$ cat config.mk
export PLATFORM = sky130hd
export DESIGN_NAME = iag_indirect_addr
export DESIGN_NICKNAME = d
export VERILOG_FILES = /design/src/design/iag_pkg.sv /design/src/design/iag_addr_decode.sv /design/src/design/iag_indirect_addr.sv
export SDC_FILE = /design/constraint.sdc
export NUM_CORES = 1
export LEC_CHECK = 0
export BUFFER_PORTS_ARGS = -buffer_cell sky130_fd_sc_hd__buf_2
export CAP_MARGIN = 20
export CORE_MARGIN = 2
export CORE_UTILIZATION = 40
export CTS_BUF_LIST = sky130_fd_sc_hd__clkbuf_8
export CTS_CLUSTER_DIAMETER = 200
export CTS_CLUSTER_SIZE = 8
export DETAILED_ROUTE_END_ITERATION = 6
export GPL_TIMING_DRIVEN = 0
export PLACE_DENSITY_LB_ADDON = 0.25
export SETUP_SLACK_MARGIN = 0.1
export SLEW_MARGIN = 10
export SYNTH_ARGS = -nofsm -noshare
export SYNTH_HDL_FRONTEND = slang
export SYNTH_HIERARCHICAL = 1
export SYNTH_SLANG_ARGS = --single-unit
$ cat constraint.sdc
create_clock -name i_clock -period 7.55 [get_ports i_clock]
set_clock_uncertainty 0.05 [all_clocks]
set_input_delay 0.755 -clock i_clock [delete_from_list [all_inputs] [get_ports i_clock]]
set_output_delay 0.755 -clock i_clock [all_outputs]
set_load 0.01 [all_outputs]
$ cat src/design/iag_pkg.sv
// Constants and types shared by the indirect address generator
package iag_pkg;

    // ------------------------------------------------------------
    // Widths
    // ------------------------------------------------------------
    localparam int ADDR_W = 12;
    localparam int DATA_W = 8;
    localparam int BANK_W = 4;
    localparam int HIGH_W = ADDR_W - DATA_W;
    localparam int NUM_PTR = 3;
    localparam int SEL_W = 2;
    localparam int LIT_W = 6;
    localparam int OFS_W = 3;
    localparam int BLK_W = ADDR_W - OFS_W;

    // ------------------------------------------------------------
    // Access map
    // ------------------------------------------------------------
    // Last access-bank offset that maps to the low bank or the window
    localparam logic [DATA_W-1:0] ACCESS_LIMIT = 8'h5F;
    localparam logic [BANK_W-1:0] LOW_BANK = 4'h0;
    localparam logic [BANK_W-1:0] SFR_BANK = 4'hF;
    // Eight-byte block of the first pointer; later pointers sit lower
    localparam logic [BLK_W-1:0] PTR_BLK_TOP = 9'h1FD;
    localparam logic [SEL_W-1:0] WINDOW_PTR = 2'h2;

    // ------------------------------------------------------------
    // Reset and step values
    // ------------------------------------------------------------
    localparam logic [ADDR_W-1:0] PTR_RST = 12'h000;
    localparam logic [ADDR_W-1:0] PTR_STEP = 12'h001;
    localparam logic [DATA_W-1:0] ZERO_BYTE = 8'h00;
    localparam logic [HIGH_W-1:0] HIGH_PAD = 4'h0;

    // ------------------------------------------------------------
    // Register kind inside a pointer block; value is the low offset
    // ------------------------------------------------------------
    typedef enum logic [OFS_W-1:0] {
        K_NONE    = 3'h0,
        K_LOW     = 3'h1,
        K_HIGH    = 3'h2,
        K_ACCOFS  = 3'h3,
        K_PRE_INCREMENT_OPERAND  = 3'h4,
        K_POST_DECREMENT_OPERAND = 3'h5,
        K_POST_INCREMENT_OPERAND = 3'h6,
        K_PLAIN   = 3'h7
    } iag_kind_t;

    // Where a read answer comes from
    typedef enum logic [1:0] {
        SRC_MEM  = 2'h0,
        SRC_PTR  = 2'h1,
        SRC_ZERO = 2'h3
    } iag_src_t;

endpackage : iag_pkg

$ cat src/design/iag_addr_decode.sv
// Decoder that finds pointer bytes and virtual operands in an address
`timescale 1ns/1ps
`default_nettype none

module iag_addr_decode (
    // Address under test
    input wire logic [iag_pkg::ADDR_W-1:0] i_addr,
    // Decode result
    output logic o_hit,
    output logic [iag_pkg::SEL_W-1:0] o_sel,
    output iag_pkg::iag_kind_t o_kind
);
    import iag_pkg::*;

    logic [NUM_PTR-1:0] blk_hit;

    // ------------------------------------------------------------
    // One block compare per pointer
    // ------------------------------------------------------------
    for (genvar n = 0; n < NUM_PTR; n++) begin : gen_blk
        localparam logic [BLK_W-1:0] BLK = PTR_BLK_TOP - BLK_W'(n);
        assign blk_hit[n] = (i_addr[ADDR_W-1:OFS_W] == BLK) &&
                            (i_addr[OFS_W-1:0] != K_NONE);
    end

    always_comb begin
        o_hit = 1'b0;
        o_sel = '0;
        o_kind = K_NONE;
        for (int n = 0; n < NUM_PTR; n++) begin
            if (blk_hit[n]) begin
                o_hit = 1'b1;
                o_sel = SEL_W'(n);
                o_kind = iag_kind_t'(i_addr[OFS_W-1:0]);
            end
        end
    end

endmodule : iag_addr_decode
`default_nettype wire

$ cat src/design/iag_indirect_addr.sv
// Data-memory address generator with pointer pairs and virtual operands
//
// Behaviour
// RULE_01: Each pointer pair has three stepping virtual operands, one accumulator offset operand, plus the plain one.
// RULE_02: Post-decrement addresses the pointer, then lowers the pair by one.
// RULE_03: Post-increment addresses the pointer, then raises the pair by one.
// RULE_04: Pre-increment raises the pair by one and addresses the new value.
// RULE_05: Accumulator offset addresses pointer plus signed accumulator; nothing changes.
// RULE_06: Plain indirect operand addresses the pointer and leaves it alone.
// RULE_07: Steps act on the whole 12-bit pair with carry and borrow.
// RULE_08: Pointer steps never touch arithmetic status flags.
// RULE_09: Indirect read aimed at another virtual operand returns zero.
// RULE_10: Indirect write aimed at another virtual operand does nothing.
// RULE_11: Virtual operand write onto a pointer pair stores it without stepping.
// RULE_12: Pointer bytes are registers reachable by direct addressing.
// RULE_13: Indirect access reaches all other special registers.
// RULE_14: Extended set adds pointer literal add and subtract; memory unchanged.
// RULE_15: Indexed mode maps access offsets 00h-5Fh to third pointer plus offset.
// RULE_16: Access offsets above 05Fh keep the normal access bank map.
// RULE_17: Banked instructions use bank select register direct addressing.
// RULE_18: Named indirect operands keep standard indirect behaviour in indexed mode.
// RULE_19: Bank selection works the same with the extended set enabled.
// RULE_20: Pointer address is high nibble over low byte, twelve bits.
`timescale 1ns/1ps
`default_nettype none

module iag_indirect_addr (
    // Clock and reset
    input wire logic i_clock,
    input wire logic i_rstn,
    // Data access request from the execution unit
    input wire logic i_acc_valid,
    input wire logic i_acc_write,
    input wire logic i_acc_banked,
    input wire logic [iag_pkg::DATA_W-1:0] i_acc_file,
    input wire logic [iag_pkg::DATA_W-1:0] i_acc_wdata,
    input wire logic [iag_pkg::BANK_W-1:0] i_bank_select,
    input wire logic [iag_pkg::DATA_W-1:0] i_accum,
    input wire logic i_ext_enable,
    // Pointer literal arithmetic
    input wire logic i_arith_valid,
    input wire logic i_arith_sub,
    input wire logic [iag_pkg::SEL_W-1:0] i_arith_sel,
    input wire logic [iag_pkg::LIT_W-1:0] i_arith_lit,
    // Data memory
    output logic [iag_pkg::ADDR_W-1:0] o_mem_addr,
    output logic o_mem_rd,
    output logic o_mem_wr,
    output logic [iag_pkg::DATA_W-1:0] o_mem_wdata,
    input wire logic [iag_pkg::DATA_W-1:0] i_mem_rdata,
    // Read answer to the execution unit
    output logic [iag_pkg::DATA_W-1:0] o_rdata,
    output logic o_rdata_valid
);
    import iag_pkg::*;

    // ------------------------------------------------------------
    // Declarations
    // ------------------------------------------------------------
    wire [NUM_PTR-1:0][ADDR_W-1:0] ptr_all;
    logic arith_take;
    logic acc_take;
    logic [ADDR_W-1:0] eff_addr;
    logic eff_hit;
    logic [SEL_W-1:0] eff_sel;
    iag_kind_t eff_kind;
    logic is_ind;
    logic [ADDR_W-1:0] sel_ptr;
    logic [ADDR_W-1:0] ind_addr;
    logic [ADDR_W-1:0] tgt_addr;
    logic tgt_hit;
    logic [SEL_W-1:0] tgt_sel;
    iag_kind_t tgt_kind;
    logic tgt_virtual;
    logic tgt_ptr;
    logic tgt_mem;
    logic ptr_wr;
    logic mod_block;
    logic [ADDR_W-1:0] tgt_ptr_val;
    logic [DATA_W-1:0] ptr_rd_byte;
    logic [ADDR_W-1:0] mem_addr_q;
    logic mem_rd_q;
    logic mem_wr_q;
    logic [DATA_W-1:0] mem_wdata_q;
    logic rd_pend_q;
    iag_src_t rd_src_q;
    logic [DATA_W-1:0] rd_byte_q;
    logic [DATA_W-1:0] rdata_q;
    logic rdata_valid_q;
    logic [SEL_W-1:0] chk_sel_q;
    logic [ADDR_W-1:0] chk_ptr;

    // ------------------------------------------------------------
    // Request arbitration
    // ------------------------------------------------------------
    // Literal arithmetic exists only with the extended set
    assign arith_take = i_arith_valid && i_ext_enable; // RULE_14
    assign acc_take = i_acc_valid && !arith_take;

    // ------------------------------------------------------------
    // Effective address of the instruction operand
    // ------------------------------------------------------------
    always_comb begin
        if (i_acc_banked) begin
            eff_addr = {i_bank_select, i_acc_file}; // RULE_17 RULE_19
        end else if (i_ext_enable && (i_acc_file <= ACCESS_LIMIT)) begin
            eff_addr = ptr_all[WINDOW_PTR] + {HIGH_PAD, i_acc_file}; // RULE_15
        end else if (i_acc_file <= ACCESS_LIMIT) begin
            eff_addr = {LOW_BANK, i_acc_file};
        end else begin
            eff_addr = {SFR_BANK, i_acc_file}; // RULE_16
        end
    end

    iag_addr_decode u_eff_decode (
        .i_addr (eff_addr),
        .o_hit  (eff_hit),
        .o_sel  (eff_sel),
        .o_kind (eff_kind)
    );

    // Virtual operands sit in the upper access map, so the window never hides them
    assign is_ind = eff_hit && (eff_kind != K_LOW) && (eff_kind != K_HIGH); // RULE_18
    assign sel_ptr = ptr_all[eff_sel];

    // ------------------------------------------------------------
    // Indirect target address
    // ------------------------------------------------------------
    always_comb begin
        case (eff_kind) // RULE_01
            K_PRE_INCREMENT_OPERAND: ind_addr = sel_ptr + PTR_STEP; // RULE_04
            K_ACCOFS: ind_addr = sel_ptr +
                {{(ADDR_W-DATA_W){i_accum[DATA_W-1]}}, i_accum}; // RULE_05
            K_POST_DECREMENT_OPERAND: ind_addr = sel_ptr; // RULE_02
            K_POST_INCREMENT_OPERAND: ind_addr = sel_ptr; // RULE_03
            default: ind_addr = sel_ptr; // RULE_06
        endcase
    end

    assign tgt_addr = is_ind ? ind_addr : eff_addr;

    iag_addr_decode u_tgt_decode (
        .i_addr (tgt_addr),
        .o_hit  (tgt_hit),
        .o_sel  (tgt_sel),
        .o_kind (tgt_kind)
    );

    // Pointer aimed at a virtual operand reaches nothing
    assign tgt_virtual = is_ind && tgt_hit &&
                         (tgt_kind != K_LOW) && (tgt_kind != K_HIGH); // RULE_09 RULE_10
    assign tgt_ptr = tgt_hit && ((tgt_kind == K_LOW) || (tgt_kind == K_HIGH)); // RULE_12
    // Any other special register passes to memory as usual
    assign tgt_mem = !tgt_virtual && !tgt_ptr; // RULE_13

    assign ptr_wr = acc_take && i_acc_write && tgt_ptr;
    // Writing a pair through its own operand stores the value unstepped
    assign mod_block = ptr_wr && is_ind && (tgt_sel == eff_sel); // RULE_11

    assign tgt_ptr_val = ptr_all[tgt_sel];
    assign ptr_rd_byte = (tgt_kind == K_HIGH) ?
                         {HIGH_PAD, tgt_ptr_val[ADDR_W-1:DATA_W]} :
                         tgt_ptr_val[DATA_W-1:0]; // RULE_20

    // ------------------------------------------------------------
    // Pointer pairs
    // ------------------------------------------------------------
    for (genvar n = 0; n < NUM_PTR; n++) begin : gen_ptr
        logic [ADDR_W-1:0] ptr_q;
        logic [ADDR_W-1:0] ptr_d;

        assign ptr_all[n] = ptr_q;

        // Full-width steps carry between the bytes; no flag is produced
        always_comb begin
            ptr_d = ptr_q;
            if (arith_take && (i_arith_sel == SEL_W'(n))) begin
                if (i_arith_sub) begin
                    ptr_d = ptr_q - {{(ADDR_W-LIT_W){1'b0}}, i_arith_lit}; // RULE_14
                end else begin
                    ptr_d = ptr_q + {{(ADDR_W-LIT_W){1'b0}}, i_arith_lit}; // RULE_14
                end
            end else if (acc_take) begin
                if (is_ind && (eff_sel == SEL_W'(n)) && !mod_block) begin
                    case (eff_kind)
                        K_POST_DECREMENT_OPERAND: ptr_d = ptr_q - PTR_STEP; // RULE_02 RULE_07 RULE_08
                        K_POST_INCREMENT_OPERAND: ptr_d = ptr_q + PTR_STEP; // RULE_03 RULE_07 RULE_08
                        K_PRE_INCREMENT_OPERAND: ptr_d = ptr_q + PTR_STEP; // RULE_04 RULE_07 RULE_08
                        default: ptr_d = ptr_q; // RULE_05 RULE_06
                    endcase
                end
                if (ptr_wr && (tgt_sel == SEL_W'(n))) begin
                    if (tgt_kind == K_HIGH) begin
                        ptr_d[ADDR_W-1:DATA_W] = i_acc_wdata[HIGH_W-1:0]; // RULE_12
                    end else begin
                        ptr_d[DATA_W-1:0] = i_acc_wdata; // RULE_12
                    end
                end
            end
        end

        always_ff @(posedge i_clock) begin
            if (!i_rstn) begin
                ptr_q <= PTR_RST;
            end else begin
                ptr_q <= ptr_d;
            end
        end
    end

    // ------------------------------------------------------------
    // Memory request stage
    // ------------------------------------------------------------
    always_ff @(posedge i_clock) begin
        if (!i_rstn) begin
            mem_addr_q <= PTR_RST;
            mem_rd_q <= 1'b0;
            mem_wr_q <= 1'b0;
            mem_wdata_q <= ZERO_BYTE;
        end else begin
            mem_addr_q <= tgt_addr;
            mem_rd_q <= acc_take && !i_acc_write && tgt_mem;
            mem_wr_q <= acc_take && i_acc_write && tgt_mem; // RULE_10
            mem_wdata_q <= i_acc_wdata;
        end
    end

    assign o_mem_addr = mem_addr_q;
    assign o_mem_rd = mem_rd_q;
    assign o_mem_wr = mem_wr_q;
    assign o_mem_wdata = mem_wdata_q;

    // ------------------------------------------------------------
    // Read answer source
    // ------------------------------------------------------------
    always_ff @(posedge i_clock) begin
        if (!i_rstn) begin
            rd_pend_q <= 1'b0;
            rd_src_q <= SRC_MEM;
            rd_byte_q <= ZERO_BYTE;
        end else begin
            rd_pend_q <= acc_take && !i_acc_write;
            if (tgt_virtual) begin
                rd_src_q <= SRC_ZERO; // RULE_09
            end else if (tgt_ptr) begin
                rd_src_q <= SRC_PTR; // RULE_12
            end else begin
                rd_src_q <= SRC_MEM;
            end
            rd_byte_q <= ptr_rd_byte;
        end
    end

    // ------------------------------------------------------------
    // Read answer
    // ------------------------------------------------------------
    always_ff @(posedge i_clock) begin
        if (!i_rstn) begin
            rdata_q <= ZERO_BYTE;
            rdata_valid_q <= 1'b0;
        end else begin
            rdata_valid_q <= rd_pend_q;
            if (rd_pend_q) begin
                case (rd_src_q)
                    SRC_MEM: rdata_q <= i_mem_rdata;
                    SRC_PTR: rdata_q <= rd_byte_q;
                    SRC_ZERO: rdata_q <= ZERO_BYTE; // RULE_09
                    default: rdata_q <= ZERO_BYTE;
                endcase
            end
        end
    end

    assign o_rdata = rdata_q;
    assign o_rdata_valid = rdata_valid_q;

    // ------------------------------------------------------------
    // Checks
    // ------------------------------------------------------------
    always_ff @(posedge i_clock) begin
        if (!i_rstn) begin
            chk_sel_q <= '0;
        end else begin
            chk_sel_q <= eff_sel;
        end
    end

    assign chk_ptr = ptr_all[chk_sel_q];

    a_post_decrement_operand_step: assert property ( // RULE_02
        @(posedge i_clock) disable iff (!i_rstn)
        (acc_take && is_ind && (eff_kind == K_POST_DECREMENT_OPERAND) && !mod_block)
        |=> (chk_ptr == $past(sel_ptr) - PTR_STEP))
        else $error("post-decrement did not lower the pointer by one");

    a_post_increment_operand_step: assert property ( // RULE_03
        @(posedge i_clock) disable iff (!i_rstn)
        (acc_take && is_ind && (eff_kind == K_POST_INCREMENT_OPERAND) && !mod_block && tgt_mem)
        |=> (chk_ptr == $past(sel_ptr) + PTR_STEP) && (o_mem_addr == $past(sel_ptr)))
        else $error("post-increment address or step wrong");

    a_pre_increment_operand_addr: assert property ( // RULE_04
        @(posedge i_clock) disable iff (!i_rstn)
        (acc_take && is_ind && (eff_kind == K_PRE_INCREMENT_OPERAND) && !mod_block && tgt_mem)
        |=> (o_mem_addr == $past(sel_ptr) + PTR_STEP) && (chk_ptr == o_mem_addr))
        else $error("pre-increment did not address the raised pointer");

    a_accofs_keep: assert property ( // RULE_05
        @(posedge i_clock) disable iff (!i_rstn)
        (acc_take && is_ind && (eff_kind == K_ACCOFS) && !ptr_wr)
        |=> (chk_ptr == $past(sel_ptr)))
        else $error("accumulator offset access changed the pointer");

    a_plain_addr: assert property ( // RULE_06
        @(posedge i_clock) disable iff (!i_rstn)
        (acc_take && is_ind && (eff_kind == K_PLAIN) && tgt_mem)
        |=> (o_mem_addr == $past(sel_ptr)) && (o_mem_rd || o_mem_wr)
            && (chk_ptr == $past(sel_ptr)))
        else $error("plain indirect access wrong address or moved pointer");

    a_virt_read_zero: assert property ( // RULE_09
        @(posedge i_clock) disable iff (!i_rstn)
        (acc_take && !i_acc_write && tgt_virtual)
        |=> !o_mem_rd ##1 (o_rdata_valid && (o_rdata == ZERO_BYTE)))
        else $error("read of a virtual operand through a pointer not zero");

    a_virt_write_nop: assert property ( // RULE_10
        @(posedge i_clock) disable iff (!i_rstn)
        (acc_take && i_acc_write && tgt_virtual)
        |=> !o_mem_wr)
        else $error("write to a virtual operand through a pointer reached memory");

    a_self_write_keep: assert property ( // RULE_11
        @(posedge i_clock) disable iff (!i_rstn)
        mod_block
        |=> (chk_ptr == (($past(tgt_kind) == K_HIGH) ?
            {$past(i_acc_wdata[HIGH_W-1:0]), $past(sel_ptr[DATA_W-1:0])} :
            {$past(sel_ptr[ADDR_W-1:DATA_W]), $past(i_acc_wdata)})))
        else $error("pointer written through own operand was stepped");

    a_window_map: assert property ( // RULE_15
        @(posedge i_clock) disable iff (!i_rstn)
        (acc_take && i_ext_enable && !i_acc_banked && (i_acc_file <= ACCESS_LIMIT)
         && !is_ind && tgt_mem)
        |=> (o_mem_addr == $past(ptr_all[WINDOW_PTR]) + {HIGH_PAD, $past(i_acc_file)}))
        else $error("indexed access not mapped into the pointer window");

    a_banked_direct: assert property ( // RULE_17
        @(posedge i_clock) disable iff (!i_rstn)
        (acc_take && i_acc_banked && !is_ind && tgt_mem)
        |=> (o_mem_addr == {$past(i_bank_select), $past(i_acc_file)}))
        else $error("banked access did not use the bank select register");

endmodule : iag_indirect_addr
`default_nettype wire

==> results.tsv <==
stage	metric	value	unit
worst_hold_path	hold_path_startpoint	o_rdata[1]	
setup_path	crit_arrival	7.80	ns
setup_path	critPathLaunchType	input port	
grt	antenna_found_initial	0	
setup_path	cp_max_fo	7	
setup_path	reg2reg_slack	0.03	ns
finish	area.sequential	1570	um^2
setup_path	critPathRequiredTime	7.79	ns
flow_run	cap_violations	0	
clock_network	htreeDepth	3	
synthesis	syn_area	8680	um^2
placed_design	dp_cells	1505	
floorplanning	die_w	151	um
setup_path	cp-startpoint	i_acc_file[0]	
synthesis	synth_fp_nets	1290	
clock_network	root_buffer	clkbuf_8	
power	switchingPower	0.549	mW
setup_path	critical_path_class	in -> reg	
synthesis	synthCells	1147	
synthesis	synth_cell_types	83	
power	pwr-share-comb	40.3	%
grt	grt_max_degree	14	
run_status	violations	setup timing	
power	clockPowerShare	26.0	%
synthesis	post-synth-top-area-cell	dfxtp_1	
drt	routedWlPerCell	19.9	um
finish	area_growth	26.2	%
synthesis	synth_warnings	6	
clock_network	cts_tree	yes	
clock_network	cts_hold_buf	0	
grt	grt_remaining_overflow	0	
grt	grt_use_total	26.9	%
drt	routed_wl	31500	um
power	seqPwrFrac	33.7	%
setup_path	slowest_stage	a2111oi_4	
power	switching_share	38.8	%
timing	whs	0.438	ns
synthesis	ys_ff_latch	78	
synthesis	synth_area_per_cell	7.57	um^2
timing	relSlewSlack	21.0	%
synthesis	ys_seq_area_share	18.0	%
worst_hold_path	hold_depth	2	
placed_design	port_buffers	81	
synthesis	synth_edf_count	0	
floorplanning	core	21200	um^2
finish	layout.cells.non_filler	1582	
placed_design	dpl.hpwl	23200	um
floorplanning	die_y	151	um
finish	drive_gt1_share	23.0	%
worst_hold_path	whs_endpoint	o_rdata[1]	
clock_network	clockBufferDepth	2	
synthesis	async_flop_share	0	%
placed_design	gp_congestion	0.966	
drt	drt_iter0_drc	856	
finish	layout.nets	1445	
synthesis	yosys.area.top_type_share	18.0	%
clock_network	clock_sinks	78	
synthesis	synth_area_leaders	dfxtp_1 18%, ha_1 12%, a21oi_1 6.1%	
grt	grt_pass1_wl	47300	um
timing	maxSlewViolCount	0	
clock_network	cts_buffers	9	
timing	rsz0062_at_grt	yes	
setup_path	end_kind	register	
grt	grt_pass1_vias	8749	
setup_path	reg2reg_to	gen_ptr[2].ptr_q[11]	
timing	fin_crit	7.55	ns
setup_path	cpMostUsedCell	buf_6	
power	peakVddDrop	0.0766	mV
timing	setup_viol	1	
drt	drt-vias-per-instance	6.05	
floorplanning	dieArea	22900	um^2
power	p_per_area	129	nW/um^2
setup_path	slowest_delay	0.36	ns
setup_path	rr_startpoint	gen_ptr[2].ptr_q[0]	
timing	tightest_slew	1.18	ns
drt	vias	9570	
run_status	status	finished, violations left	
finish	antenna_cells	0	
setup_path	reg2regPathDepth	39	
power	p_int	0.864	mW
finish	multi_input_area	7420	um^2
worst_hold_path	hold_class	reg -> reg	
timing	hold_violations	0	
clock_network	insertion_delay	0.39	ns
floorplanning	std_cell_rows	53	
floorplanning	io_pins	83	
timing	setup_ws	-0.00492	ns
timing	post-route-period-util	100	%
timing	fmax	132	MHz
clock_network	worst_setup_hold_path_clk_slew	0.10	ns
floorplanning	start_util	41.0	%
drt	ant_nets	0	
synthesis	yosys_most_used_dff	dfxtp_1	
drt	drc	0	
drt	drt_first_pass_iters	6	
power	power_leakage	4.54	nW
finish	num-fill-cells	2005	
-- power by group through the flow --
stage	Clock (mW)	Combinational [mW]	Sequential (mW)
finish	0.367	0.569	0.476
global placement	0	0.509	0.483
CTS	0.369	0.533	0.474
detailed placement	0	0.514	0.484
floorplan	0	0.379	0.471
global route	0.385	0.624	0.477
-- synthesized netlist by cell type (all sizes together) (12+ instances only) --
cell type / instances
nor2: 106
and3: 22
inv: 43
buf: 12
nand2: 103
nand3: 20
a21o: 19
nand2b: 15
clkbuf: 34
ha: 83
a21oi: 109
xnor2: 46
or3: 13
dfxtp: 78
nor2b: 15
o211ai: 14
a211oi: 35
mux2i: 44
o221ai: 15
and2: 32
o21ai: 70
o21a: 15
nor3: 39
xor2: 24
-- routing by layer --
layer / GRT usage, % / wire (um) / vias up
li1: - / - / 4570
met1: 35.9 / 13500 / 4428
met2: 43.4 / 14200 / 481
met3: 4.64 / 2740 / 91
met4: 9.72 / 1040 / 0
met5: 0 / 0 / -
-- cell usage in the layout, fill, tap and decap left out, types with 9 or more instances in the layout --
cell,count
nand2_1,100
a21oi_1,98
nor2_1,94
buf_2,84
ha_1,77
dfxtp_1,75
o21ai_0,49
buf_4,46
xnor2_1,43
inv_1,42
mux2i_1,41
nor3_1,36
and2_1,32
clkbuf_1,30
a211oi_1,27
xor2_1,23
a21o_1,19
buf_6,18
and3_1,18
nand3_1,18
o21a_1,15
o211ai_1,14
nand2b_1,14
o221ai_1,14
nor2b_1,11
a21oi_2,11
or3_1,11
clkbuf_8,10
o21ai_2,9
o21bai_1,9
-- through the flow --
stage               worst slack (ns)  util, %   TNS, ns  area [um^2]  power, mW
floorplan                      0.100        -         0         8740      0.850
global placement               -1.50     44.9    -52.07         9490      0.992
detailed placement             -1.58     45.0    -54.07         9520      0.998
CTS                            0.100     48.3         0        10200       1.38
global route                  -0.280     51.8     -4.39        11000       1.49
finish                      -0.00492     51.8  -0.00492        11000       1.41
-- layout make-up --
cell class	count	area share, %
clock buffer	9	1.13
inverter	43	1.47
clock inverter	7	0.822
sequential	78	14.3
timing repair buffer	145	9.05
tap	275	3.14
buffer	45	2.31
multi-input combinational	980	67.7
-- critical path: cells and delay by family --
kind | cells | cell delay [ns]
and+or+nand+nor | 11 | 1.78
buffers and inverters | 7 | 0.84
muxes | 2 | 0.45
adders and majority gates | 3 | 0.64
AOI/OAI and AO/OA | 13 | 2.68
xor gates and xnor gates | 4 | 0.66
-- registers in the layout, summed over array words and instances, names as in the netlist --
signal and cells:
rd_src_q 2, rd_pend_q 1, gen_ptr.ptr_q 36, o_mem_wdata 8, o_rdata 8, rd_byte_q 8
o_mem_addr 12, o_mem_rd 1, o_mem_wr 1, o_rdata_valid 1
-- logic make-up after synthesis --
group	share of synthesized area [%]
AND/OR/NAND/NOR	22.9
AO/OA/AOI/OAI	29.1
adder cells (fa/ha/maj)	13.8
buffers and inverters	4.02
flip-flops	18.0
XOR/XNOR	7.06
multiplexers	5.07
-- timing repair --
item | CTS | global route
endpoints found under the setup margin | 44 | 44
gates resized for setup | 63 | 113
pin swaps | 34 | 76
buffers inserted | 27 | 35
gates cloned | 1 | 1
-- how the worst max path moves through the flow --
stage | slack (ns) | cells after the start | to
2_1_floorplan | 0.10 | 39 | gen_ptr[0].ptr_q[11]
3_3_place_gp | -1.50 | 36 | gen_ptr[2].ptr_q[7]
3_5_place_dp | -1.58 | 36 | gen_ptr[2].ptr_q[7]
4_1_cts | 0.10 | 41 | gen_ptr[2].ptr_q[11]
5_1_grt | -0.28 | 41 | gen_ptr[0].ptr_q[11]
6_report | -0.005 | 40 | gen_ptr[2].ptr_q[11]
(Power assumes the default switching activity.)
